**config.mk**
```make
export PLATFORM = sky130hd
export DESIGN_NAME = rst_state
export DESIGN_NICKNAME = d
export VERILOG_FILES = /design/src/design/rst_state_pkg.sv /design/src/design/pin_sync.sv /design/src/design/rst_state.sv
export SDC_FILE = /design/constraint.sdc
export NUM_CORES = 1
export LEC_CHECK = 0
export ABC_CLOCK_PERIOD_IN_PS = 2200
export CAP_MARGIN = 40
export CELL_PAD_IN_SITES_DETAIL_PLACEMENT = 0
export CELL_PAD_IN_SITES_GLOBAL_PLACEMENT = 1
export CORE_ASPECT_RATIO = 1.4
export CORE_MARGIN = 5
export CORE_UTILIZATION = 41
export CTS_CLUSTER_DIAMETER = 80
export DETAILED_ROUTE_END_ITERATION = 7
export DONT_BUFFER_PORTS = 1
export PLACE_DENSITY = 0.83
export SYNTH_ARGS = -nofsm -noshare
export SYNTH_HDL_FRONTEND = slang
export SYNTH_SLANG_ARGS = --single-unit
```
**constraint.sdc**
```tcl
create_clock -name sys_clk -period 2.2 [get_ports sys_clk]
set_input_delay 0.11 -clock sys_clk [delete_from_list [all_inputs] [get_ports sys_clk]]
set_output_delay 0.11 -clock sys_clk [all_outputs]
set_load 0.005 [all_outputs]
```
**src/design/rst_state_pkg.sv**
```systemverilog
/*
  package of constants for the reset-state and cause-flag block:
  register offsets, flag bit positions, reset values, vectors, event codes.
  assumes nothing of its surroundings.
*/
package rst_state_pkg;
  // register offsets on the plain register port
  localparam logic [3:0] OFS_CAUSE = 4'h0;
  localparam logic [3:0] OFS_CTRL = 4'h1;
  localparam logic [3:0] OFS_PC_LOW = 4'h2;
  localparam logic [3:0] OFS_PC_HIGH = 4'h3;
  localparam logic [3:0] OFS_PC_UPPER = 4'h4;
  localparam logic [3:0] OFS_TOP_LOW = 4'h5;
  localparam logic [3:0] OFS_TOP_HIGH = 4'h6;
  localparam logic [3:0] OFS_TOP_UPPER = 4'h7;
  localparam logic [3:0] OFS_STACK_PTR = 4'h8;
  localparam logic [3:0] OFS_GENERAL = 4'h9;
  // cause flag register layout
  localparam int BIT_BROWNOUT = 0;
  localparam int BIT_POWERON = 1;
  localparam int BIT_POWERDOWN = 2;
  localparam int BIT_EXPIRY = 3;
  localparam int BIT_SOFT_RESET = 4;
  localparam int BIT_UNDERFLOW = 6;
  localparam int BIT_OVERFLOW = 7;
  // control register layout
  localparam int BIT_STACK_FAULT_EN = 0;
  localparam int BIT_HI_IRQ_EN = 1;
  localparam int BIT_LO_IRQ_EN = 2;
  // value after a power-on reset: power-on and brown-out flags low, the other three causes high
  localparam logic [7:0] CAUSE_POR_VALUE = 8'h1c;
  localparam logic [7:0] CTRL_RESET_VALUE = 8'h01;
  localparam logic [7:0] GENERAL_RESET_VALUE = 8'h00;
  localparam logic [20:0] PC_RESET = 21'h000000;
  localparam logic [20:0] PC_STEP = 21'h000002;
  localparam logic [20:0] VEC_HIGH = 21'h000008;
  localparam logic [20:0] VEC_LOW = 21'h000018;
  localparam logic [4:0] STACK_PTR_RESET = 5'h00;
  localparam logic [4:0] STACK_PTR_FULL = 5'h1f;
  localparam int STACK_DEPTH = 31;
  // resolved event classes, ordered most severe first
  typedef enum logic [3:0] {
    EV_NONE, EV_POWERON, EV_BROWNOUT, EV_PIN_FULL, EV_PIN_RUN, EV_PIN_SLEEP,
    EV_WDT_RUN, EV_WDT_SLEEP, EV_OVERFLOW, EV_UNDERFLOW_RST, EV_UNDERFLOW_ERR,
    EV_SOFT_RESET, EV_IRQ_WAKE
  } event_t;
  typedef enum logic [1:0] {PM_FULL, PM_RUN, PM_IDLE, PM_SLEEP} power_mode_t;
endpackage

```
**src/design/pin_sync.sv**
```systemverilog
/*
  two-stage synchroniser for one level from outside the clock domain.
  assumes the input is a slow level; the first stage is read only by the second.
*/
`timescale 1ns/1ps
module pin_sync #(
  parameter logic RESET_LEVEL = 1'b0
) (
  input wire logic sys_clk,
  input wire logic rst,
  input wire logic din,
  output logic dout
);
  logic meta_r;
  always_ff @(posedge sys_clk or posedge rst) begin
    if (rst) begin
      meta_r <= RESET_LEVEL;
      dout <= RESET_LEVEL;
    end else begin
      meta_r <= din;
      dout <= meta_r;
    end
  end
endmodule // pin_sync

```
**src/design/rst_state.sv**
```systemverilog
/*
  reset-state and cause-flag logic: classifies each reset or wake-up event,
  updates the active-low cause flags and stack flags, chooses the resume
  address and pushes the return address on an interrupt wake-up.
  assumes one clock; reset-source pins are asynchronous and pass a synchroniser;
  core-side event strobes are one-cycle pulses on sys_clk.
*/
// Local design decisions: strobed register access and the address map.
`timescale 1ns/1ps
module rst_state (
  input wire logic sys_clk,
  input wire logic rst,
  input wire logic power_on_n,
  input wire logic brownout_n,
  input wire logic external_reset_pin,
  input wire logic wdt_expired,
  input wire logic soft_reset_op,
  input wire logic stack_push_full,
  input wire logic stack_pop_empty,
  input wire logic irq_wake,
  input wire logic irq_is_high,
  input wire logic [1:0] power_mode,
  input wire logic [20:0] core_pc,
  input wire logic [3:0] reg_addr,
  input wire logic [7:0] reg_wdata,
  input wire logic reg_wr,
  input wire logic reg_rd,
  output logic [7:0] reg_rdata,
  output logic core_reset_r,
  output logic resume_r,
  output logic [20:0] resume_pc_r,
  output logic irq_flag_clear_r
);
  // ************************************************************
  // input synchronisation
  // ************************************************************
  logic por_s, brn_s, pin_s;
  pin_sync #(.RESET_LEVEL(1'b0)) u_por (
    .sys_clk(sys_clk), .rst(rst), .din(~power_on_n), .dout(por_s));
  pin_sync #(.RESET_LEVEL(1'b0)) u_brn (
    .sys_clk(sys_clk), .rst(rst), .din(~brownout_n), .dout(brn_s));
  pin_sync #(.RESET_LEVEL(1'b0)) u_pin (
    .sys_clk(sys_clk), .rst(rst), .din(~external_reset_pin), .dout(pin_s));

  // level pins become single events on their assertion edge
  logic por_d_r, brn_d_r, pin_d_r;
  always_ff @(posedge sys_clk or posedge rst) begin
    if (rst) begin
      por_d_r <= 1'b0;
      brn_d_r <= 1'b0;
      pin_d_r <= 1'b0;
    end else begin
      por_d_r <= por_s;
      brn_d_r <= brn_s;
      pin_d_r <= pin_s;
    end
  end
  logic por_ev, brn_ev, pin_ev;
  assign por_ev = por_s & ~por_d_r;
  assign brn_ev = brn_s & ~brn_d_r;
  assign pin_ev = pin_s & ~pin_d_r;

  // ************************************************************
  // registers
  // ************************************************************
  logic [7:0] cause_r, cause_nxt;
  logic [7:0] ctrl_r;
  logic [7:0] general_r;
  logic [20:0] top_r;
  logic [4:0] sp_r;
  logic stack_en, hi_en, lo_en;
  assign stack_en = ctrl_r[rst_state_pkg::BIT_STACK_FAULT_EN];
  assign hi_en = ctrl_r[rst_state_pkg::BIT_HI_IRQ_EN];
  assign lo_en = ctrl_r[rst_state_pkg::BIT_LO_IRQ_EN];
  logic sleeping;
  assign sleeping = (power_mode == 2'(rst_state_pkg::PM_IDLE)) |
                    (power_mode == 2'(rst_state_pkg::PM_SLEEP));

  // ************************************************************
  // event classification
  // ************************************************************
  rst_state_pkg::event_t ev;
  always_comb begin
    ev = rst_state_pkg::EV_NONE;
    if (por_ev) begin
      ev = rst_state_pkg::EV_POWERON;
    end else if (brn_ev) begin
      ev = rst_state_pkg::EV_BROWNOUT;
    end else if (pin_ev) begin
      if (power_mode == 2'(rst_state_pkg::PM_FULL)) begin
        ev = rst_state_pkg::EV_PIN_FULL;
      end else if (sleeping) begin
        ev = rst_state_pkg::EV_PIN_SLEEP;
      end else begin
        ev = rst_state_pkg::EV_PIN_RUN;
      end
    end else if (wdt_expired) begin
      ev = sleeping ? rst_state_pkg::EV_WDT_SLEEP : rst_state_pkg::EV_WDT_RUN;
    end else if (stack_push_full && stack_en) begin
      ev = rst_state_pkg::EV_OVERFLOW;
    end else if (stack_pop_empty) begin
      ev = stack_en ? rst_state_pkg::EV_UNDERFLOW_RST : rst_state_pkg::EV_UNDERFLOW_ERR;
    end else if (soft_reset_op) begin
      ev = rst_state_pkg::EV_SOFT_RESET;
    end else if (irq_wake && sleeping) begin
      ev = rst_state_pkg::EV_IRQ_WAKE;
    end
  end

  // ************************************************************
  // cause flag update
  // ************************************************************
  logic [7:0] cause_sw;
  always_comb begin
    // software write first so that hardware events override it
    cause_sw = cause_r;
    if (reg_wr && reg_addr == rst_state_pkg::OFS_CAUSE) begin
      cause_sw = {reg_wdata[7:6], 1'b0, reg_wdata[4:0]};
    end
    cause_nxt = cause_sw;
    unique case (ev)
      rst_state_pkg::EV_POWERON: cause_nxt = rst_state_pkg::CAUSE_POR_VALUE;
      rst_state_pkg::EV_BROWNOUT: begin
        cause_nxt[rst_state_pkg::BIT_SOFT_RESET] = 1'b1;
        cause_nxt[rst_state_pkg::BIT_EXPIRY] = 1'b1;
        cause_nxt[rst_state_pkg::BIT_POWERDOWN] = 1'b1;
        cause_nxt[rst_state_pkg::BIT_BROWNOUT] = 1'b0;
      end
      rst_state_pkg::EV_PIN_FULL: cause_nxt = cause_sw;
      rst_state_pkg::EV_PIN_RUN: cause_nxt[rst_state_pkg::BIT_EXPIRY] = 1'b1;
      rst_state_pkg::EV_PIN_SLEEP: begin
        cause_nxt[rst_state_pkg::BIT_EXPIRY] = 1'b1;
        cause_nxt[rst_state_pkg::BIT_POWERDOWN] = 1'b0;
      end
      rst_state_pkg::EV_WDT_RUN: cause_nxt[rst_state_pkg::BIT_EXPIRY] = 1'b0;
      rst_state_pkg::EV_WDT_SLEEP: begin
        cause_nxt[rst_state_pkg::BIT_EXPIRY] = 1'b0;
        cause_nxt[rst_state_pkg::BIT_POWERDOWN] = 1'b0;
      end
      rst_state_pkg::EV_OVERFLOW: cause_nxt[rst_state_pkg::BIT_OVERFLOW] = 1'b1;
      rst_state_pkg::EV_UNDERFLOW_RST: cause_nxt[rst_state_pkg::BIT_UNDERFLOW] = 1'b1;
      rst_state_pkg::EV_UNDERFLOW_ERR: cause_nxt[rst_state_pkg::BIT_UNDERFLOW] = 1'b1;
      rst_state_pkg::EV_SOFT_RESET: cause_nxt[rst_state_pkg::BIT_SOFT_RESET] = 1'b0;
      rst_state_pkg::EV_IRQ_WAKE: cause_nxt[rst_state_pkg::BIT_POWERDOWN] = 1'b0;
      default: cause_nxt = cause_sw;
    endcase
  end

  // hardware only ever drives the power-on flag low
  always_ff @(posedge sys_clk or posedge rst) begin
    if (rst) begin
      cause_r <= rst_state_pkg::CAUSE_POR_VALUE;
    end else begin
      cause_r <= cause_nxt;
    end
  end

  // ************************************************************
  // reset categories and resume address
  // ************************************************************
  logic is_hard_reset, is_full_reset, is_wake;
  always_comb begin
    is_full_reset = (ev == rst_state_pkg::EV_POWERON) | (ev == rst_state_pkg::EV_BROWNOUT);
    is_hard_reset = is_full_reset |
                    (ev == rst_state_pkg::EV_PIN_FULL) | (ev == rst_state_pkg::EV_PIN_RUN) |
                    (ev == rst_state_pkg::EV_PIN_SLEEP) | (ev == rst_state_pkg::EV_WDT_RUN) |
                    (ev == rst_state_pkg::EV_OVERFLOW) |
                    (ev == rst_state_pkg::EV_UNDERFLOW_RST) |
                    (ev == rst_state_pkg::EV_SOFT_RESET);
    is_wake = (ev == rst_state_pkg::EV_WDT_SLEEP) | (ev == rst_state_pkg::EV_IRQ_WAKE);
  end

  logic vector_wake;
  assign vector_wake = (ev == rst_state_pkg::EV_IRQ_WAKE) &&
                       (irq_is_high ? hi_en : lo_en);

  always_ff @(posedge sys_clk or posedge rst) begin
    if (rst) begin
      core_reset_r <= 1'b0;
      resume_r <= 1'b0;
      resume_pc_r <= rst_state_pkg::PC_RESET;
    end else begin
      core_reset_r <= is_hard_reset;
      resume_r <= is_hard_reset | is_wake;
      if (is_hard_reset) begin
        resume_pc_r <= rst_state_pkg::PC_RESET;
      end else if (vector_wake) begin
        resume_pc_r <= irq_is_high ? rst_state_pkg::VEC_HIGH : rst_state_pkg::VEC_LOW;
      end else if (is_wake) begin
        resume_pc_r <= core_pc + rst_state_pkg::PC_STEP;
      end
    end
  end

  // irq_flag_clear_r is held low, so the core is never told to clear any source's flag
  always_ff @(posedge sys_clk or posedge rst) begin
    if (rst) begin
      irq_flag_clear_r <= 1'b0;
    end else begin
      irq_flag_clear_r <= 1'b0;
    end
  end

  // ************************************************************
  // stack snapshot, control and general registers
  // ************************************************************
  always_ff @(posedge sys_clk or posedge rst) begin
    if (rst) begin
      top_r <= rst_state_pkg::PC_RESET;
      sp_r <= rst_state_pkg::STACK_PTR_RESET;
    end else if (is_hard_reset) begin
      top_r <= rst_state_pkg::PC_RESET;
      sp_r <= rst_state_pkg::STACK_PTR_RESET;
    end else if (vector_wake) begin
      top_r <= core_pc;
      if (sp_r != rst_state_pkg::STACK_PTR_FULL) begin
        sp_r <= sp_r + 5'h01;
      end
    end else if (reg_wr && reg_addr == rst_state_pkg::OFS_STACK_PTR) begin
      sp_r <= reg_wdata[4:0];
    end
  end

  always_ff @(posedge sys_clk or posedge rst) begin
    if (rst) begin
      ctrl_r <= rst_state_pkg::CTRL_RESET_VALUE;
    end else if (is_hard_reset) begin
      // interrupt enables go to zero, the fault enable is a fuse-like setting
      ctrl_r <= {5'h00, 2'b00, ctrl_r[rst_state_pkg::BIT_STACK_FAULT_EN]};
    end else if (reg_wr && reg_addr == rst_state_pkg::OFS_CTRL) begin
      ctrl_r <= {5'h00, reg_wdata[2:0]};
    end
  end

  // stands for the bulk of registers: kept across every reset but power-on
  always_ff @(posedge sys_clk or posedge rst) begin
    if (rst) begin
      general_r <= rst_state_pkg::GENERAL_RESET_VALUE;
    end else if (ev == rst_state_pkg::EV_POWERON) begin
      general_r <= rst_state_pkg::GENERAL_RESET_VALUE;
    end else if (reg_wr && reg_addr == rst_state_pkg::OFS_GENERAL) begin
      general_r <= reg_wdata;
    end
  end

  // ************************************************************
  // read port
  // ************************************************************
  always_ff @(posedge sys_clk or posedge rst) begin
    if (rst) begin
      reg_rdata <= 8'h00;
    end else if (reg_rd) begin
      unique case (reg_addr)
        rst_state_pkg::OFS_CAUSE: reg_rdata <= cause_r;
        rst_state_pkg::OFS_CTRL: reg_rdata <= ctrl_r;
        rst_state_pkg::OFS_PC_LOW: reg_rdata <= resume_pc_r[7:0];
        rst_state_pkg::OFS_PC_HIGH: reg_rdata <= resume_pc_r[15:8];
        rst_state_pkg::OFS_PC_UPPER: reg_rdata <= {3'h0, resume_pc_r[20:16]};
        rst_state_pkg::OFS_TOP_LOW: reg_rdata <= top_r[7:0];
        rst_state_pkg::OFS_TOP_HIGH: reg_rdata <= top_r[15:8];
        rst_state_pkg::OFS_TOP_UPPER: reg_rdata <= {3'h0, top_r[20:16]};
        rst_state_pkg::OFS_STACK_PTR: reg_rdata <= {3'h0, sp_r};
        rst_state_pkg::OFS_GENERAL: reg_rdata <= general_r;
        default: reg_rdata <= 8'h00;
      endcase
    end else begin
      reg_rdata <= 8'h00;
    end
  end

  // ************************************************************
  // checks
  // ************************************************************
  AST_POR_PATTERN: assert property (@(posedge sys_clk) disable iff (rst)
    por_ev |=> cause_r == rst_state_pkg::CAUSE_POR_VALUE && resume_pc_r == 21'h000000)
    else $error("power-on flag pattern wrong");
  AST_BROWN_KEEPS_POR: assert property (@(posedge sys_clk) disable iff (rst)
    (!por_ev && brn_ev) |=> !cause_r[0] && cause_r[1] == $past(cause_r[1]))
    else $error("brown-out pattern wrong");
  AST_POR_NEVER_SET: assert property (@(posedge sys_clk) disable iff (rst)
    (!cause_r[1] && !(reg_wr && reg_addr == 4'h0)) |=> !cause_r[1])
    else $error("power-on flag set by hardware");
  AST_WDT_SLEEP: assert property (@(posedge sys_clk) disable iff (rst)
    (ev == rst_state_pkg::EV_WDT_SLEEP) |=> !core_reset_r && resume_r &&
      resume_pc_r == $past(core_pc) + 21'h000002 && cause_r[3:2] == 2'b00)
    else $error("watchdog wake wrong");
  AST_WDT_RUN: assert property (@(posedge sys_clk) disable iff (rst)
    (ev == rst_state_pkg::EV_WDT_RUN) |=> core_reset_r && !cause_r[3])
    else $error("watchdog reset wrong");
  AST_PIN_SLEEP: assert property (@(posedge sys_clk) disable iff (rst)
    (ev == rst_state_pkg::EV_PIN_SLEEP) |=> cause_r[3] && !cause_r[2] && core_reset_r)
    else $error("pin reset in sleep wrong");
  AST_UNF_NO_RESET: assert property (@(posedge sys_clk) disable iff (rst)
    (ev == rst_state_pkg::EV_UNDERFLOW_ERR) |=> !core_reset_r && cause_r[6])
    else $error("underflow without enable reset");
  AST_OVF_RESET: assert property (@(posedge sys_clk) disable iff (rst)
    (ev == rst_state_pkg::EV_OVERFLOW) |=> core_reset_r && cause_r[7])
    else $error("overflow reset wrong");
  AST_IRQ_VECTOR: assert property (@(posedge sys_clk) disable iff (rst)
    (vector_wake && irq_is_high) |=> resume_pc_r == 21'h000008 && top_r == $past(core_pc))
    else $error("interrupt vector wrong");
  AST_SOFT_RESET: assert property (@(posedge sys_clk) disable iff (rst)
    (ev == rst_state_pkg::EV_SOFT_RESET) |=> !cause_r[4] && cause_r[3:0] == $past(cause_r[3:0]))
    else $error("reset instruction flags wrong");
  AST_PIN_RUN: assert property (@(posedge sys_clk) disable iff (rst)
    (ev == rst_state_pkg::EV_PIN_RUN) |=> core_reset_r && cause_r[3] && resume_pc_r == 21'h000000)
    else $error("pin reset in run wrong");
  AST_PIN_FULL: assert property (@(posedge sys_clk) disable iff (rst)
    (ev == rst_state_pkg::EV_PIN_FULL) && !(reg_wr && reg_addr == rst_state_pkg::OFS_CAUSE)
      |=> core_reset_r && cause_r == $past(cause_r))
    else $error("pin reset at full power changed flags");
  AST_UNF_RESET: assert property (@(posedge sys_clk) disable iff (rst)
    (ev == rst_state_pkg::EV_UNDERFLOW_RST) |=> core_reset_r && cause_r[6])
    else $error("underflow with enable did not reset");
  AST_IRQ_WAKE: assert property (@(posedge sys_clk) disable iff (rst)
    (ev == rst_state_pkg::EV_IRQ_WAKE) |=> resume_r && !core_reset_r && !cause_r[2])
    else $error("interrupt wake wrong");
  AST_IRQ_PUSH: assert property (@(posedge sys_clk) disable iff (rst)
    (vector_wake && sp_r != rst_state_pkg::STACK_PTR_FULL) |=> sp_r == $past(sp_r) + 5'h01)
    else $error("return stack pointer not advanced");
  AST_CTRL_WAKE: assert property (@(posedge sys_clk) disable iff (rst)
    (is_wake && !(reg_wr && reg_addr == rst_state_pkg::OFS_CTRL)) |=> ctrl_r == $past(ctrl_r))
    else $error("wake-up changed interrupt control");
endmodule // rst_state

```
After elaboration in Yosys (flattened, before gate mapping)
Index checks and enable logic that the tools add are counted.
{ "word_totals": {"wordCells": 139, "ff_bits": 90, "inputBits": 48, "output_inout_bits": 32} }
{ "classes": {"reduce_logical": 28, "addsub": 2, "muxes": 38, "n_bitwise": 21, "eq_ne": 25} }
{ "ops": {"columns": ["operator", "count"], "rows": [
  ["$mux 21", 5],
  ["$pmux 8 s10", 1],
  ["$mux 8", 6],
  ["$eq 4x3->1 const B", 8],
  ["$mux 4", 8],
  ["$eq 4x4->1 const B", 7],
  ["$mux 5", 5],
  ["$add 21x2->21 const B", 1],
  ["$reduce_bool 3->1", 7],
  ["$eq 4x2->1 const B", 4],
  ["$or 1x1->1", 11],
  ["$pmux 1 s2", 5],
  ["$reduce_bool 2->1", 5],
  ["$eq 4x1->1 const B", 2],
  ["$logic_and 1x1->1", 7],
  ["$not 1->1", 7],
  ["$mux 1", 6],
  ["$reduce_or 2->1", 3],
  ["$add 5x1->5 const B", 1],
  ["$ne 5x5->1 const B", 1],
  ["$eq 2x2->1 const B", 2],
  ["$logic_not 4->1", 1],
  ["$reduce_and 2->1", 2],
  ["$reduce_or 4->1", 1],
  ["other kinds (6)", 8]
]} }

Logic depth before layout (Yosys ltp)
Gate-level depths: netlist of run 1.
{ "depth": {"depth_word": 22, "depth_mapped": 10, "ltp_nobuf": 7} }

By module
A second synthesis of run 1 with hierarchy kept.
{ "hier_totals": {"hier_cells": 500, "hier_area_um2": 4739.5} }
{ "by_module_without_submodules": {"columns": ["module", "instances", "area_per_inst_um2", "cells_per_inst", "seq_area_each_um2"], "rows": [
  ["rst_state", 1, 4578.1, 491, 1956.9],
  ["pin_sync", 3, 53.8, 3, 50.0]
]} }

Worst setup path before layout of run 1
No wires, ideal clock.
{ "synth_path": {"path_kind": "reg-to-reg", "startpoint": "register pin_d_r", "endpoint": "register ctrl_r[0]", "stages_incl_launch_ff": 10, "arrival_ns": 2.235, "required_time_ns": 2.115, "synth_period_minus_slack_ns": 2.320, "slack_ns": -0.120, "n_path_buf": 2, "setup_time_ns": 0.085, "cell_sequence": "dfrtp_1 nand2b_4 mux2_4 a221oi_4 a21oi_1 or3_1 buf_6 buf_8 nor2_4 mux2_1"} }
{ "synth_between": {"elab_chain_cells": 16, "word_cells_on_any_way": 24, "cone_classes": "eq/ne (9); mux (3); bitwise (11); reduce/logical (1)"} }
{ "synth_rtl": {"columns": ["item", "line", "rtl"], "rows": [
  ["start, declared", "rst_state.sv:46", "logic por_d_r, brn_d_r, pin_d_r;"],
  ["start signal, assigned", "rst_state.sv:55", "pin_d_r <= pin_s;"],
  ["$not 1->1 *", "rst_state.sv:61", "assign pin_ev = pin_s & ~pin_d_r;"],
  ["$and 1x1->1 *", "rst_state.sv:61", null],
  ["$mux 4 *", "rst_state.sv:89", "end else if (pin_ev) begin"],
  ["$mux 4 *", "rst_state.sv:87", "end else if (brn_ev) begin"],
  ["$mux 4 *", "rst_state.sv:85", "if (por_ev) begin"],
  ["$eq 4x1->1 / $eq 4x2->1 (equally long branches)", "rst_state.sv:163", "is_full_reset = (ev == rst_state_pkg::EV_POWERON) | (ev == rst_state_pkg::EV_BROWNOUT);"],
  ["$or 1x1->1", "rst_state.sv:163", null],
  ["$or 1x1->1", "rst_state.sv:164", "is_hard_reset = is_full_reset |"],
  ["$or 1x1->1 (2 in a row)", "rst_state.sv:165", "(ev == rst_state_pkg::EV_PIN_FULL) | (ev == rst_state_pkg::EV_PIN_RUN) |"],
  ["$or 1x1->1 (2 in a row)", "rst_state.sv:166", "(ev == rst_state_pkg::EV_PIN_SLEEP) | (ev == rst_state_pkg::EV_WDT_RUN) |"],
  ["$or 1x1->1", "rst_state.sv:167", "(ev == rst_state_pkg::EV_OVERFLOW) |"],
  ["$or 1x1->1 *", "rst_state.sv:168", "(ev == rst_state_pkg::EV_UNDERFLOW_RST) |"],
  ["$not 1->1 (no source line) *", null, null],
  ["$reduce_and 2->1 (no source line) *", null, null],
  ["end signal, assigned", "rst_state.sv:226", "ctrl_r <= rst_state_pkg::CTRL_RESET_VALUE;"],
  ["end signal, assigned", "rst_state.sv:229", "ctrl_r <= {5'h00, 2'b00, ctrl_r[rst_state_pkg::BIT_STACK_FAULT_EN]};"],
  ["end signal, assigned", "rst_state.sv:231", "ctrl_r <= {5'h00, reg_wdata[2:0]};"],
  ["end, declared", "rst_state.sv:67", "logic [7:0] ctrl_r;"]
]} }
Mark *: on every way between the ends. The rest lies on a longest branch, timed or not.
A chain may end at the register's enable or synchronous reset.

Final worst setup path of run 1
{ "layout_path": {"startpoint": "register pin_d_r", "endpoint": "register sp_r[0]"} }
{ "layout_between": {"elab_chain_cells": 16, "word_cells_on_any_way": 29, "cone_classes": "eq/ne (11); mux (5); bitwise (10); reduce/logical (3)"} }
{ "layout_rtl": {"columns": ["item", "line", "rtl"], "rows": [
  ["$not 1->1 *", "rst_state.sv:61", null],
  ["$and 1x1->1 *", "rst_state.sv:61", null],
  ["$mux 4 *", "rst_state.sv:89", null],
  ["$mux 4 *", "rst_state.sv:87", null],
  ["$mux 4 *", "rst_state.sv:85", null],
  ["$eq 4x1->1 / $eq 4x2->1 (equally long branches)", "rst_state.sv:163", null],
  ["$or 1x1->1", "rst_state.sv:163", null],
  ["$or 1x1->1", "rst_state.sv:164", null],
  ["$or 1x1->1 (2 in a row)", "rst_state.sv:165", null],
  ["$or 1x1->1 (2 in a row)", "rst_state.sv:166", null],
  ["$or 1x1->1", "rst_state.sv:167", null],
  ["$or 1x1->1", "rst_state.sv:168", null],
  ["$ne 3x2->1 (no source line) / $reduce_bool 3->1 (equally long branches)", null, null],
  ["$reduce_and 2->1 (no source line)", null, null],
  ["end signal, assigned", "rst_state.sv:210", "sp_r <= rst_state_pkg::STACK_PTR_RESET;"],
  ["end signal, assigned", "rst_state.sv:213", "sp_r <= rst_state_pkg::STACK_PTR_RESET;"],
  ["end signal, assigned", "rst_state.sv:217", "sp_r <= sp_r + 5'h01;"],
  ["end, declared", "rst_state.sv:70", "logic [4:0] sp_r;"]
]} }
Marks and branches as above.

==> results.sh, run 1 <==
export IMPL_drcViolationCount=0
export IMPL_yosysTopAreaCell="dfrtp_1"
export IMPL_synth_seq_area_share=0.4625
export IMPL_wl_met1_um=5378
export IMPL_cpLargestDelayFamily="simple AND/OR/NAND/NOR gates"
export IMPL_die_area_um2=13350
export IMPL_tightestPinTransition_ns=0.6384
export IMPL_vias_per_cell=5.575
export IMPL_end_kind="flip-flop"
export IMPL_dr_pass1_iters=5
export IMPL_synth_top_area_frac=0.4394
export IMPL_dieHeight_um=134.7
export IMPL_seq_area_um2=2107
export IMPL_gp_congestion=0.8585
export IMPL_numClockSinks=84
export IMPL_grtUsageTotal=0.2080
export IMPL_start_util=0.4192
export IMPL_routed_top_layer="met4"
export IMPL_nets=591
export IMPL_failed_checks="negative hold slack"
export IMPL_drive_gt1_frac=0.1492
export IMPL_vias=3813
export IMPL_synth_seq_cells=84
export IMPL_min_period_ns=2.168
export IMPL_ys_warn_count=0
export IMPL_first_iter_violations=327
export IMPL_wl_um=13430
export IMPL_synth_nets=547
export IMPL_place_area_um2=4833
export IMPL_post_route_worst_setup_slack_ns=0.03240
export IMPL_dp_slack_ns=-0.1214
export IMPL_die_w_um=99.09
export IMPL_yosys_top_cells_area="dfrtp_1 44%, nand2_1 6.8%, mux2i_1 6.2%, o21ai_0 4.7%, nor2_1 3.5%"
export IMPL_cp_data_required_time_ns=2.43
export IMPL_clock_latency_ns=0.34
export IMPL_synth_most_common_cell="nand2_1"
export IMPL_ios=80
export IMPL_dp_hpwl_um=9717
export IMPL_synthArstFlopShare=1.000
export IMPL_multiInputGateArea_um2=2310
export IMPL_cts_htree_levels=3
export IMPL_netlist_area_um2=4556
export IMPL_max_cap_violations=0
export IMPL_synth_edf_count=0
export IMPL_clk_pin_slew_ns=0.06
export IMPL_ys_flop_type="dfrtp_1"
export IMPL_setup_viol=0
export IMPL_syn_instance_count=496
export IMPL_ys_top_cells_by_count="82 x nand2_1, 80 x dfrtp_1, 43 x o21ai_0"
export IMPL_grt_max_degree=43
export IMPL_io_buffers=0
export IMPL_crit_chain="nand2b_4 -> mux2_4 -> a221oi_4 -> nor3b_4 -> or3_4 -> buf_6 -> nor2_4 -> a221o_1"
export IMPL_cts_made_buffers=9
export IMPL_met3_length_um=789
export IMPL_hold_depth=2
export IMPL_slew_headroom=0.5735
export IMPL_cp_depth=8
export IMPL_antenna_cells=0
export IMPL_worstPathArrival_ns=2.39
export IMPL_synth_cell_types=58
export IMPL_antenna_left=0
export IMPL_rsz0062_at_grt="true"
export IMPL_avgSynthCellArea_um2=9.185
export IMPL_cp_num_buf_inv=1
export IMPL_reg2regPathDepth=8
export IMPL_clockRootBuffer="clkbuf_16"
export IMPL_outcome="complete, but fails checks"
export IMPL_slew_viol_final=0
export IMPL_grt_antenna_before_repair=0
export IMPL_routedWlPerCell_um=19.63
export IMPL_grt_pass1_wl_um=21380
export IMPL_fmax_mhz=461.3
export IMPL_timing_hold_violations_final=1
export IMPL_cts_tree="done"
export IMPL_leakage_uw=0.002392
export IMPL_wl_met2_um=6865
export IMPL_worstPathMaxFanout=7
export IMPL_crit_type="flip-flop to flip-flop"
export IMPL_synthToLayoutAreaGrowth_pct=21.97
export IMPL_grt_overflow=0
export IMPL_grt_pass1_vias=3939
export IMPL_final_util=0.5113
export IMPL_rows=45
export IMPL_slowest_stage="dfrtp_1"
export IMPL_post_route_period_util=0.9853
export IMPL_fp_coreArea_um2=10870
export IMPL_hp_class="input port to flip-flop"
export IMPL_vdd_drop_max_v=0.0003890
export IMPL_finalInstanceArea_um2=5557
export IMPL_holdWs_ns=-0.01821
export IMPL_fillers=1000
export IMPL_slowest_delay_ns=0.38
export IMPL_startpoint_type="flip-flop"
export IMPL_final_setup_skew_ns=0.007830
export IMPL_ctsLongestPathBuffers=2
export IMPL_power_density_nw_per_um2=665.8
-- kinds of logic (layout without fill, tap and decap cells) --
logic type               after synthesis  in the layout  share of synthesized area
multiplexers                          37             37                    0.08459
flip-flops                            84             84                     0.4625
AO/OA/AOI/OAI                        108            108                     0.1502
XOR/XNOR                              19             19                    0.03653
other                                  1              1                  0.0008232
buffers and inverters                 45             92                    0.04477
adder cells (fa/ha/maj)                3              3                   0.008240
AND/OR/NAND/NOR                      199            199                     0.2123
-- metal layers --
metal | GRT usage | vias to the layer above
met4 | 0.08580 | 0
met1 | 0.2472 | 1843
li1 | - | 1820
met5 | 0 | -
met2 | 0.3539 | 126
met3 | 0.05633 | 24
-- final cells by class --
class	instances	share of cell area
multi-input combinational	367	0.4157
sequential	84	0.3792
timing repair buffer	64	0.1108
clock buffer	12	0.04616
tap	141	0.03175
inverter	14	0.01013
clock inverter	2	0.006305
-- cell usage in the layout (no fill, tap or decap), drive strengths merged, types with 9 or more instances in the layout --
cell	count
xor2	9
inv	13
clkbuf	12
nand3	16
xnor2	10
nor2	44
nand2	83
dfrtp	80
dlygate4sd3	36
a21oi	21
o21ai	48
buf	28
o22ai	10
and3	10
nor3	13
mux2	9
mux2i	28
-- stage by stage --
stage                     power [uW]  cells  setup TNS (ns)
after floorplan                 2009    496        -0.06829
after CTS                       3695    683        -0.02354
final                           3700    684               0
after global placement          2124    633         -0.4776
after detailed placement        2132    633          -3.150
after global routing            3849    684         -0.9265
-- worst register-to-register path, stage by stage, from the launching register on --
cell	delay, ns
dfrtp_1	0.38
nand2b_4	0.15
mux2_4	0.31
a221oi_4	0.28
nor3b_4	0.25
or3_4	0.23
buf_6	0.12
nor2_4	0.03
a221o_1	0.30
-- final timing paths --
check                                            start                          end  slack (ns)
worst min register to register  u_brn.meta_r$_DFF_PP0_         u_brn.dout$_DFF_PP0_        0.35
max in group asynchronous                          rst       cause_r[4]$_DFFE_PP1P_        1.16
min in group asynchronous                          rst     general_r[6]$_DFFE_PP0P_        0.33
worst min-delay path                       core_pc[18]  resume_pc_r[18]$_DFFE_PP0P_       -0.02
worst max-delay path                 pin_d_r$_DFF_PP0_          sp_r[0]$_DFFE_PP0P_        0.03
worst max register to register       pin_d_r$_DFF_PP0_          sp_r[0]$_DFFE_PP0P_        0.03
-- flip-flops by register name, indices dropped and copies added, names as in the netlist --
register	cells
brn_d_r	1
cause_r	7
core_reset_r	1
ctrl_r	3
general_r	8
pin_d_r	1
por_d_r	1
reg_rdata	8
resume_pc_r	21
resume_r	1
sp_r	5
top_r	21
u_brn.dout	1
u_brn.meta_r	1
u_pin.dout	1
u_pin.meta_r	1
u_por.dout	1
u_por.meta_r	1
-- report_power, final --
group	switching, uW	internal [uW]
sequential	64.9	1620
combinational	271	240
clock	577	926
-- what timing repair did --
item                       4_1_cts  5_1_grt
pin swaps                        0        2
hold buffers                    36        0
setup buffers                    0        1
hold endpoints to repair        83        0
setup endpoints to repair       48       47
resized for setup                4       20
Note: power is estimated with default switching activity, not from simulation.
==> run 2: changes to the inputs <==
--- a/config.mk
+++ b/config.mk
@@ -15,7 +15,8 @@
 export CTS_CLUSTER_DIAMETER = 80
 export DETAILED_ROUTE_END_ITERATION = 7
 export DONT_BUFFER_PORTS = 1
-export PLACE_DENSITY = 0.83
+export PLACE_DENSITY = 0.82
 export SYNTH_ARGS = -nofsm -noshare
 export SYNTH_HDL_FRONTEND = slang
+export SYNTH_HIERARCHICAL = 1
 export SYNTH_SLANG_ARGS = --single-unit
==> run 2 against run 1 <==
Against the previous run: the flow now finishes without violations; first-iteration DRC count is 24% lower; wire length is 11% higher; clock-buffer cell count is 1 lower; worst hold slack better by 0.023 ns; synthesized cell count is 0.81% higher; sequential power hardly changed; critical path depth stayed put; die area is 3.7% higher; area after synthesis is 4.0% higher; highest routed layer unchanged.
==> results.sh, run 2 <==
export IMPL_synth_edf_count=0
export IMPL_holdWs_ns=0.004356
export IMPL_cp_data_required_time_ns=2.43
export IMPL_drive_gt1_frac=0.1652
export IMPL_outcome="complete, no violations"
export IMPL_timing_rr_end="resume_pc_r[19]$_DFFE_PP0P_"
export IMPL_synth_most_common_cell="dfrtp_1"
export IMPL_drcViolationCount=0
export IMPL_yosys_area_share_simple=0.2138
export IMPL_slew_viol_final=0
export IMPL_muxShareOfSynthArea=0.04435
export IMPL_yosysTopAreaCell="dfrtp_1"
export IMPL_ys_top_cells_by_count="80 x dfrtp_1, 76 x nand2_1, 41 x nand3_1"
export IMPL_reg2reg_slack_ns=0.07
export IMPL_clockRootBuffer="clkbuf_16"
export IMPL_io_buffers=0
export IMPL_clk_pin_slew_ns=0.06
export IMPL_crit_type="flip-flop to flip-flop"
export IMPL_gp_congestion=0.9507
export IMPL_startpoint_type="flip-flop"
export IMPL_synth_seq_area_share=0.4446
export IMPL_cp_depth=8
export IMPL_power_density_nw_per_um2=662.6
export IMPL_vdd_drop_max_v=0.0004183
export IMPL_numClockSinks=84
export IMPL_ys_warn_count=6
export IMPL_hold_depth=2
export IMPL_fmax_mhz=469.7
export IMPL_cts_made_buffers=9
export IMPL_start_util=0.4180
export IMPL_synthXorXnorAreaFrac=0.03696
export IMPL_slew_headroom=0.6145
export IMPL_netlist_area_um2=4740
export IMPL_rsz0062_at_grt="true"
export IMPL_ctsLongestPathBuffers=2
export IMPL_reg2regPathDepth=8
export IMPL_die_w_um=100.9
export IMPL_leakage_uw=0.002398
export IMPL_synth_fa_ha_area_frac=0.007920
export IMPL_nets=597
export IMPL_fillers=1031
export IMPL_crit_chain="buf_6 -> nand2b_4 -> nor4bb_4 -> mux2i_1 -> a31o_4 -> buf_4 -> and3_4 -> o2bb2ai_4"
export IMPL_synth_cell_types=68
export IMPL_synth_seq_cells=84
export IMPL_die_area_um2=13840
export IMPL_min_delay_start="reg_addr[0]"
export IMPL_synthToLayoutAreaGrowth_pct=22.33
export IMPL_hp_class="input port to flip-flop"
export IMPL_wl_um=14920
export IMPL_dr_pass1_iters=5
export IMPL_total_power_uw=3842
export IMPL_antenna_cells=0
export IMPL_synth_top_family_by_area="simple AND/OR/NAND/NOR gates"
export IMPL_synthArstFlopShare=1.000
export IMPL_grtUsageTotal=0.2214
export IMPL_max_cap_violations=0
export IMPL_grt_max_degree=54
export IMPL_worstPathArrival_ns=2.35
export IMPL_avgSynthCellArea_um2=9.479
export IMPL_first_iter_violations=249
export IMPL_ys_flop_type="dfrtp_1"
export IMPL_ios=80
export IMPL_routedWlPerCell_um=21.46
export IMPL_grt_antenna_before_repair=0
export IMPL_synth_top_area_frac=0.4224
export IMPL_timing_hold_violations_final=0
export IMPL_grt_pass1_vias=4243
export IMPL_final_setup_skew_ns=0.004424
export IMPL_fp_coreArea_um2=11340
export IMPL_antenna_left=0
export IMPL_tightestPinTransition_ns=0.5771
export IMPL_cpLargestDelayFamily="simple AND/OR/NAND/NOR gates"
export IMPL_cts_tree="done"
export IMPL_dp_hpwl_um=10420
export IMPL_final_common_cell="dfrtp_1"
export IMPL_cts_htree_levels=3
export IMPL_slowest_stage="dfstp_2"
export IMPL_yosys_top_cells_area="dfrtp_1 42%, nand2_1 6.0%, o2bb2ai_2 6.0%, nand3_1 4.3%, a21oi_1 3.3%"
export IMPL_clock_latency_ns=0.35
export IMPL_syn_instance_count=500
export IMPL_cp_endpoint="resume_pc_r[19]$_DFFE_PP0P_"
export IMPL_largestRegisters="resume_pc_r: 21 flops, top_r: 21 flops"
export IMPL_rows=46
export IMPL_synth_nets=551
export IMPL_vias=4138
export IMPL_slowest_delay_ns=0.54
export IMPL_min_period_ns=2.129
export IMPL_cp_num_buf_inv=2
export IMPL_setup_viol=0
export IMPL_synth_compound_area_frac=0.2009
export IMPL_grt_overflow=0
export IMPL_grt_pass1_wl_um=23180
export IMPL_worstPathMaxFanout=10
export IMPL_cp_startpoint="ctrl_r[0]$_DFFE_PP1P_"
export IMPL_post_route_period_util=0.9677
export IMPL_dieHeight_um=137.2
export IMPL_vias_per_cell=5.954
export IMPL_end_kind="flip-flop"
export IMPL_crit_reg2reg_launch="ctrl_r[0]$_DFFE_PP1P_"
export IMPL_final_cell_mix="80 x dfrtp_1, 75 x nand2_1, 41 x nand3_1"
==> run 2: cell types whose count changed after synthesis, sizes merged, moves of 5 or more <==
| cell | before | now |
|---|---|---|
| nand3 | 16 | 41 |
| o2bb2ai | 0 | 19 |
| o21ai | 48 | 30 |
| mux2i | 28 | 12 |
| nor2 | 44 | 30 |
| a21oi | 21 | 32 |
| a22oi | 8 | 1 |
| nand2 | 83 | 77 |
| inv | 14 | 19 |
| nand2b | 8 | 3 |
| nor3 | 13 | 8 |
| o22ai | 10 | 5 |
==> run 2: how the worst min path moves through the flow <==
stage	endpoint	slack (ns)
final	reg_rdata[0]$_DFF_PP0_	0.004
after global routing	reg_rdata[0]$_DFF_PP0_	0.004
after CTS	sp_r[0]$_DFFE_PP0P_	0.004
after detailed placement	u_pin/meta_r$_DFF_PP0_	-0.14
after global placement	u_brn/meta_r$_DFF_PP0_	-0.14
after floorplan	u_brn/dout$_DFF_PP0_	-0.15
==> run 2: per-stage QoR <==
step	util	TNS (ns)	worst slack (ns)	std cells	instance area, um^2
after floorplan	-	0	0.1016	500	4740
after detailed placement	0.4352	-0.01911	-0.01911	636	4935
after global placement	0.4352	0	0.03266	636	4935
after global routing	0.5114	-0.1440	-0.02599	695	5798
after CTS	0.4997	-0.0006033	-0.0005658	691	5665
final	0.5114	0	0.07098	695	5798
==> run 2: layout make-up <==
class | count | area (um^2) | area share
sequential | 84 | 2107 | 0.3634
inverter | 19 | 72.57 | 0.01252
clock inverter | 5 | 75.07 | 0.01295
clock buffer | 11 | 242.7 | 0.04186
tap | 144 | 180.2 | 0.03107
timing repair buffer | 63 | 603.1 | 0.1040
multi-input combinational | 369 | 2517 | 0.4342
==> run 2: per-layer routing <==
metal,wire length [um],global-route usage,vias to the layer above
li1,-,-,1896
met5,0,0,-
met2,7432,0.3766,177
met4,673,0.1109,0
met3,1069,0.05522,34
met1,5742,0.2568,2031
==> run 2: cells by family after synthesis <==
kind of cell / Yosys count
compound gates: 123
xor+xnor: 20
fa+ha+maj: 3
buf+inv: 48
flops: 84
mux: 19
other cells: 1
simple gates: 202
==> run 2: power breakdown <==
group | switching, uW | internal [uW]
Clock | 615 | 1020
Sequential | 72.2 | 1610
Combinational | 288 | 235
Total | 975 | 2870
==> run 2: repair_timing <==
| item | in CTS | in global routing |
|---|---|---|
| resized for setup | 3 | 17 |
| hold buffers | 38 | 1 |
| cloned | 1 | 0 |
| hold endpoints to repair | 92 | 1 |
| pin swaps | 1 | 5 |
| buffers inserted | 0 | 3 |
| endpoints found under the setup margin | 10 | 52 |
==> run 3: changes to the inputs <==
--- a/config.mk
+++ b/config.mk
@@ -9,7 +9,6 @@
 export CAP_MARGIN = 40
 export CELL_PAD_IN_SITES_DETAIL_PLACEMENT = 0
 export CELL_PAD_IN_SITES_GLOBAL_PLACEMENT = 1
-export CORE_ASPECT_RATIO = 1.4
 export CORE_MARGIN = 5
 export CORE_UTILIZATION = 41
 export CTS_CLUSTER_DIAMETER = 80
==> run 3 against run 2 <==
Against the previous run: sequential power barely moved; register-to-register slack is essentially flat; setup slack better by 0.011 ns; largest cell class unchanged; critical endpoint is now sp_r[2]$_DFFE_PP0P_; clock power rose by 12%; critical path type unchanged.
==> results.sh, run 3 (same netlist as run 2, synthesis figures left out) <==
export IMPL_post_route_period_util=0.9628
export IMPL_cp_num_buf_inv=1
export IMPL_worstPathArrival_ns=2.35
export IMPL_routedWlPerCell_um=21.06
export IMPL_drive_gt1_frac=0.1507
export IMPL_slew_headroom=0.6005
export IMPL_finalInstanceArea_um2=5727
export IMPL_die_area_um2=13810
export IMPL_final_cell_mix="80 x dfrtp_1, 76 x nand2_1, 41 x nand3_1"
export IMPL_die_w_um=117.5
export IMPL_clk_pin_slew_ns=0.06
export IMPL_worstPathMaxFanout=6
export IMPL_place_area_um2=4923
export IMPL_power_density_nw_per_um2=695.8
export IMPL_holdWs_ns=0.006469
export IMPL_grt_max_degree=79
export IMPL_cpLargestDelayFamily="compound AO/OA/AOI/OAI gates"
export IMPL_crit_type="flip-flop to flip-flop"
export IMPL_min_delay_start="core_pc[16]"
export IMPL_slowest_delay_ns=0.53
export IMPL_dieHeight_um=117.5
export IMPL_drcViolationCount=0
export IMPL_final_common_cell="dfrtp_1"
export IMPL_clockRootBuffer="clkbuf_16"
export IMPL_setup_viol=0
export IMPL_cts_made_buffers=9
export IMPL_clock_latency_ns=0.34
export IMPL_vdd_drop_max_v=0.0004378
export IMPL_largestRegisters="resume_pc_r: 21 flops, top_r: 21 flops"
export IMPL_max_cap_violations=0
export IMPL_fp_coreArea_um2=11370
export IMPL_ctsLongestPathBuffers=2
export IMPL_slowest_stage="dfstp_2"
export IMPL_dr_pass1_iters=5
export IMPL_crit_chain="o21ai_1 -> a2111oi_4 -> nor3_4 -> a31o_2 -> buf_4 -> and3_1 -> a211oi_1"
export IMPL_fmax_mhz=472.1
export IMPL_timing_hold_violations_final=0
export IMPL_grt_overflow=0
export IMPL_startpoint_type="flip-flop"
export IMPL_rows=39
export IMPL_outcome="complete, no violations"
export IMPL_gp_congestion=0.8700
export IMPL_slew_viol_final=0
export IMPL_first_iter_violations=439
export IMPL_dp_hpwl_um=9837
export IMPL_start_util=0.4169
export IMPL_final_util=0.5037
export IMPL_nets=590
export IMPL_io_buffers=0
export IMPL_numClockSinks=84
export IMPL_vias=4076
export IMPL_fillers=1046
export IMPL_leakage_uw=0.002374
export IMPL_synthToLayoutAreaGrowth_pct=20.83
export IMPL_post_route_worst_setup_slack_ns=0.08194
export IMPL_cts_htree_levels=3
export IMPL_vias_per_cell=5.933
export IMPL_grtUsageTotal=0.2044
export IMPL_ios=80
export IMPL_grt_antenna_before_repair=0
export IMPL_multiInputGateArea_um2=2456
export IMPL_cp_data_required_time_ns=2.43
export IMPL_antenna_left=0
export IMPL_grt_pass1_vias=3996
export IMPL_seq_area_um2=2107
export IMPL_end_kind="flip-flop"
export IMPL_crit_reg2reg_launch="ctrl_r[0]$_DFFE_PP1P_"
export IMPL_grt_pass1_wl_um=22810
export IMPL_wl_um=14470
export IMPL_cp_startpoint="ctrl_r[0]$_DFFE_PP1P_"
export IMPL_tightestPinTransition_ns=0.5980
export IMPL_dp_slack_ns=0.02926
export IMPL_min_period_ns=2.118
export IMPL_cts_tree="done"
export IMPL_antenna_cells=0
export IMPL_final_setup_skew_ns=0.007398
export IMPL_hp_class="input port to flip-flop"
==> run 3: worst reg2reg max path: cells and delay by family (launching register included) <==
kind | cells | cell delay, ns
AOI/OAI and AO/OA | 4 | 1.10
buffers and inverters | 1 | 0.17
DFF | 1 | 0.53
and+or+nand+nor | 2 | 0.22
==> run 3: layer usage <==
metal	share of wire	vias up	GRT usage	wire length (um)
met5	0	-	0	0
met4	0.022	0	0.06595	324
met3	0.083	21	0.04853	1205
met2	0.46	195	0.3055	6602
met1	0.44	1983	0.2925	6338
li1	-	1877	-	-
==> run 3: final cells by class <==
class,instances,area share
Timing Repair Buffer,56,0.09657
Clock buffer,11,0.04413
Sequential cell,84,0.3679
Tap cell,143,0.03124
Multi-Input combinational cell,369,0.4289
Clock inverter,5,0.01857
Inverter,19,0.01267
==> run 3: power by group <==
group | switching, uW | internal [uW]
clock | 641 | 1180
combinational | 277 | 210
sequential | 69.3 | 1610
total | 986 | 3000
==> run 3: path summary, 6_finish.rpt <==
| path | to | slack [ns] | cells after the start |
|---|---|---|---|
| worst min-delay path | resume_pc_r[16]$_DFFE_PP0P_ | 0.006 | 2 |
| max in group asynchronous | resume_pc_r[12]$_DFFE_PP0P_ | 1.44 | 3 |
| min in group asynchronous | u_pin/meta_r$_DFF_PP0_ | 0.15 | 2 |
| worst min register to register | u_brn/dout$_DFF_PP0_ | 0.36 | 0 |
| worst max-delay path | sp_r[2]$_DFFE_PP0P_ | 0.08 | 7 |
| worst max register to register | sp_r[2]$_DFFE_PP0P_ | 0.08 | 7 |
==> run 3: per-stage QoR <==
step / total power, uW / instances / setup TNS, ns
4_1_cts: 3979 / 686 / 0
6_report: 3984 / 687 / 0
3_3_place_gp: 2086 / 632 / 0
3_5_place_dp: 2097 / 632 / 0
2_1_floorplan: 2017 / 500 / 0
5_1_grt: 4130 / 687 / -0.01916
==> run 3: timing repair <==
action,CTS,global route
buffers inserted,0,0
hold buffers,38,0
hold endpoints to repair,143,0
resized for setup,0,10
setup endpoints to repair,0,28
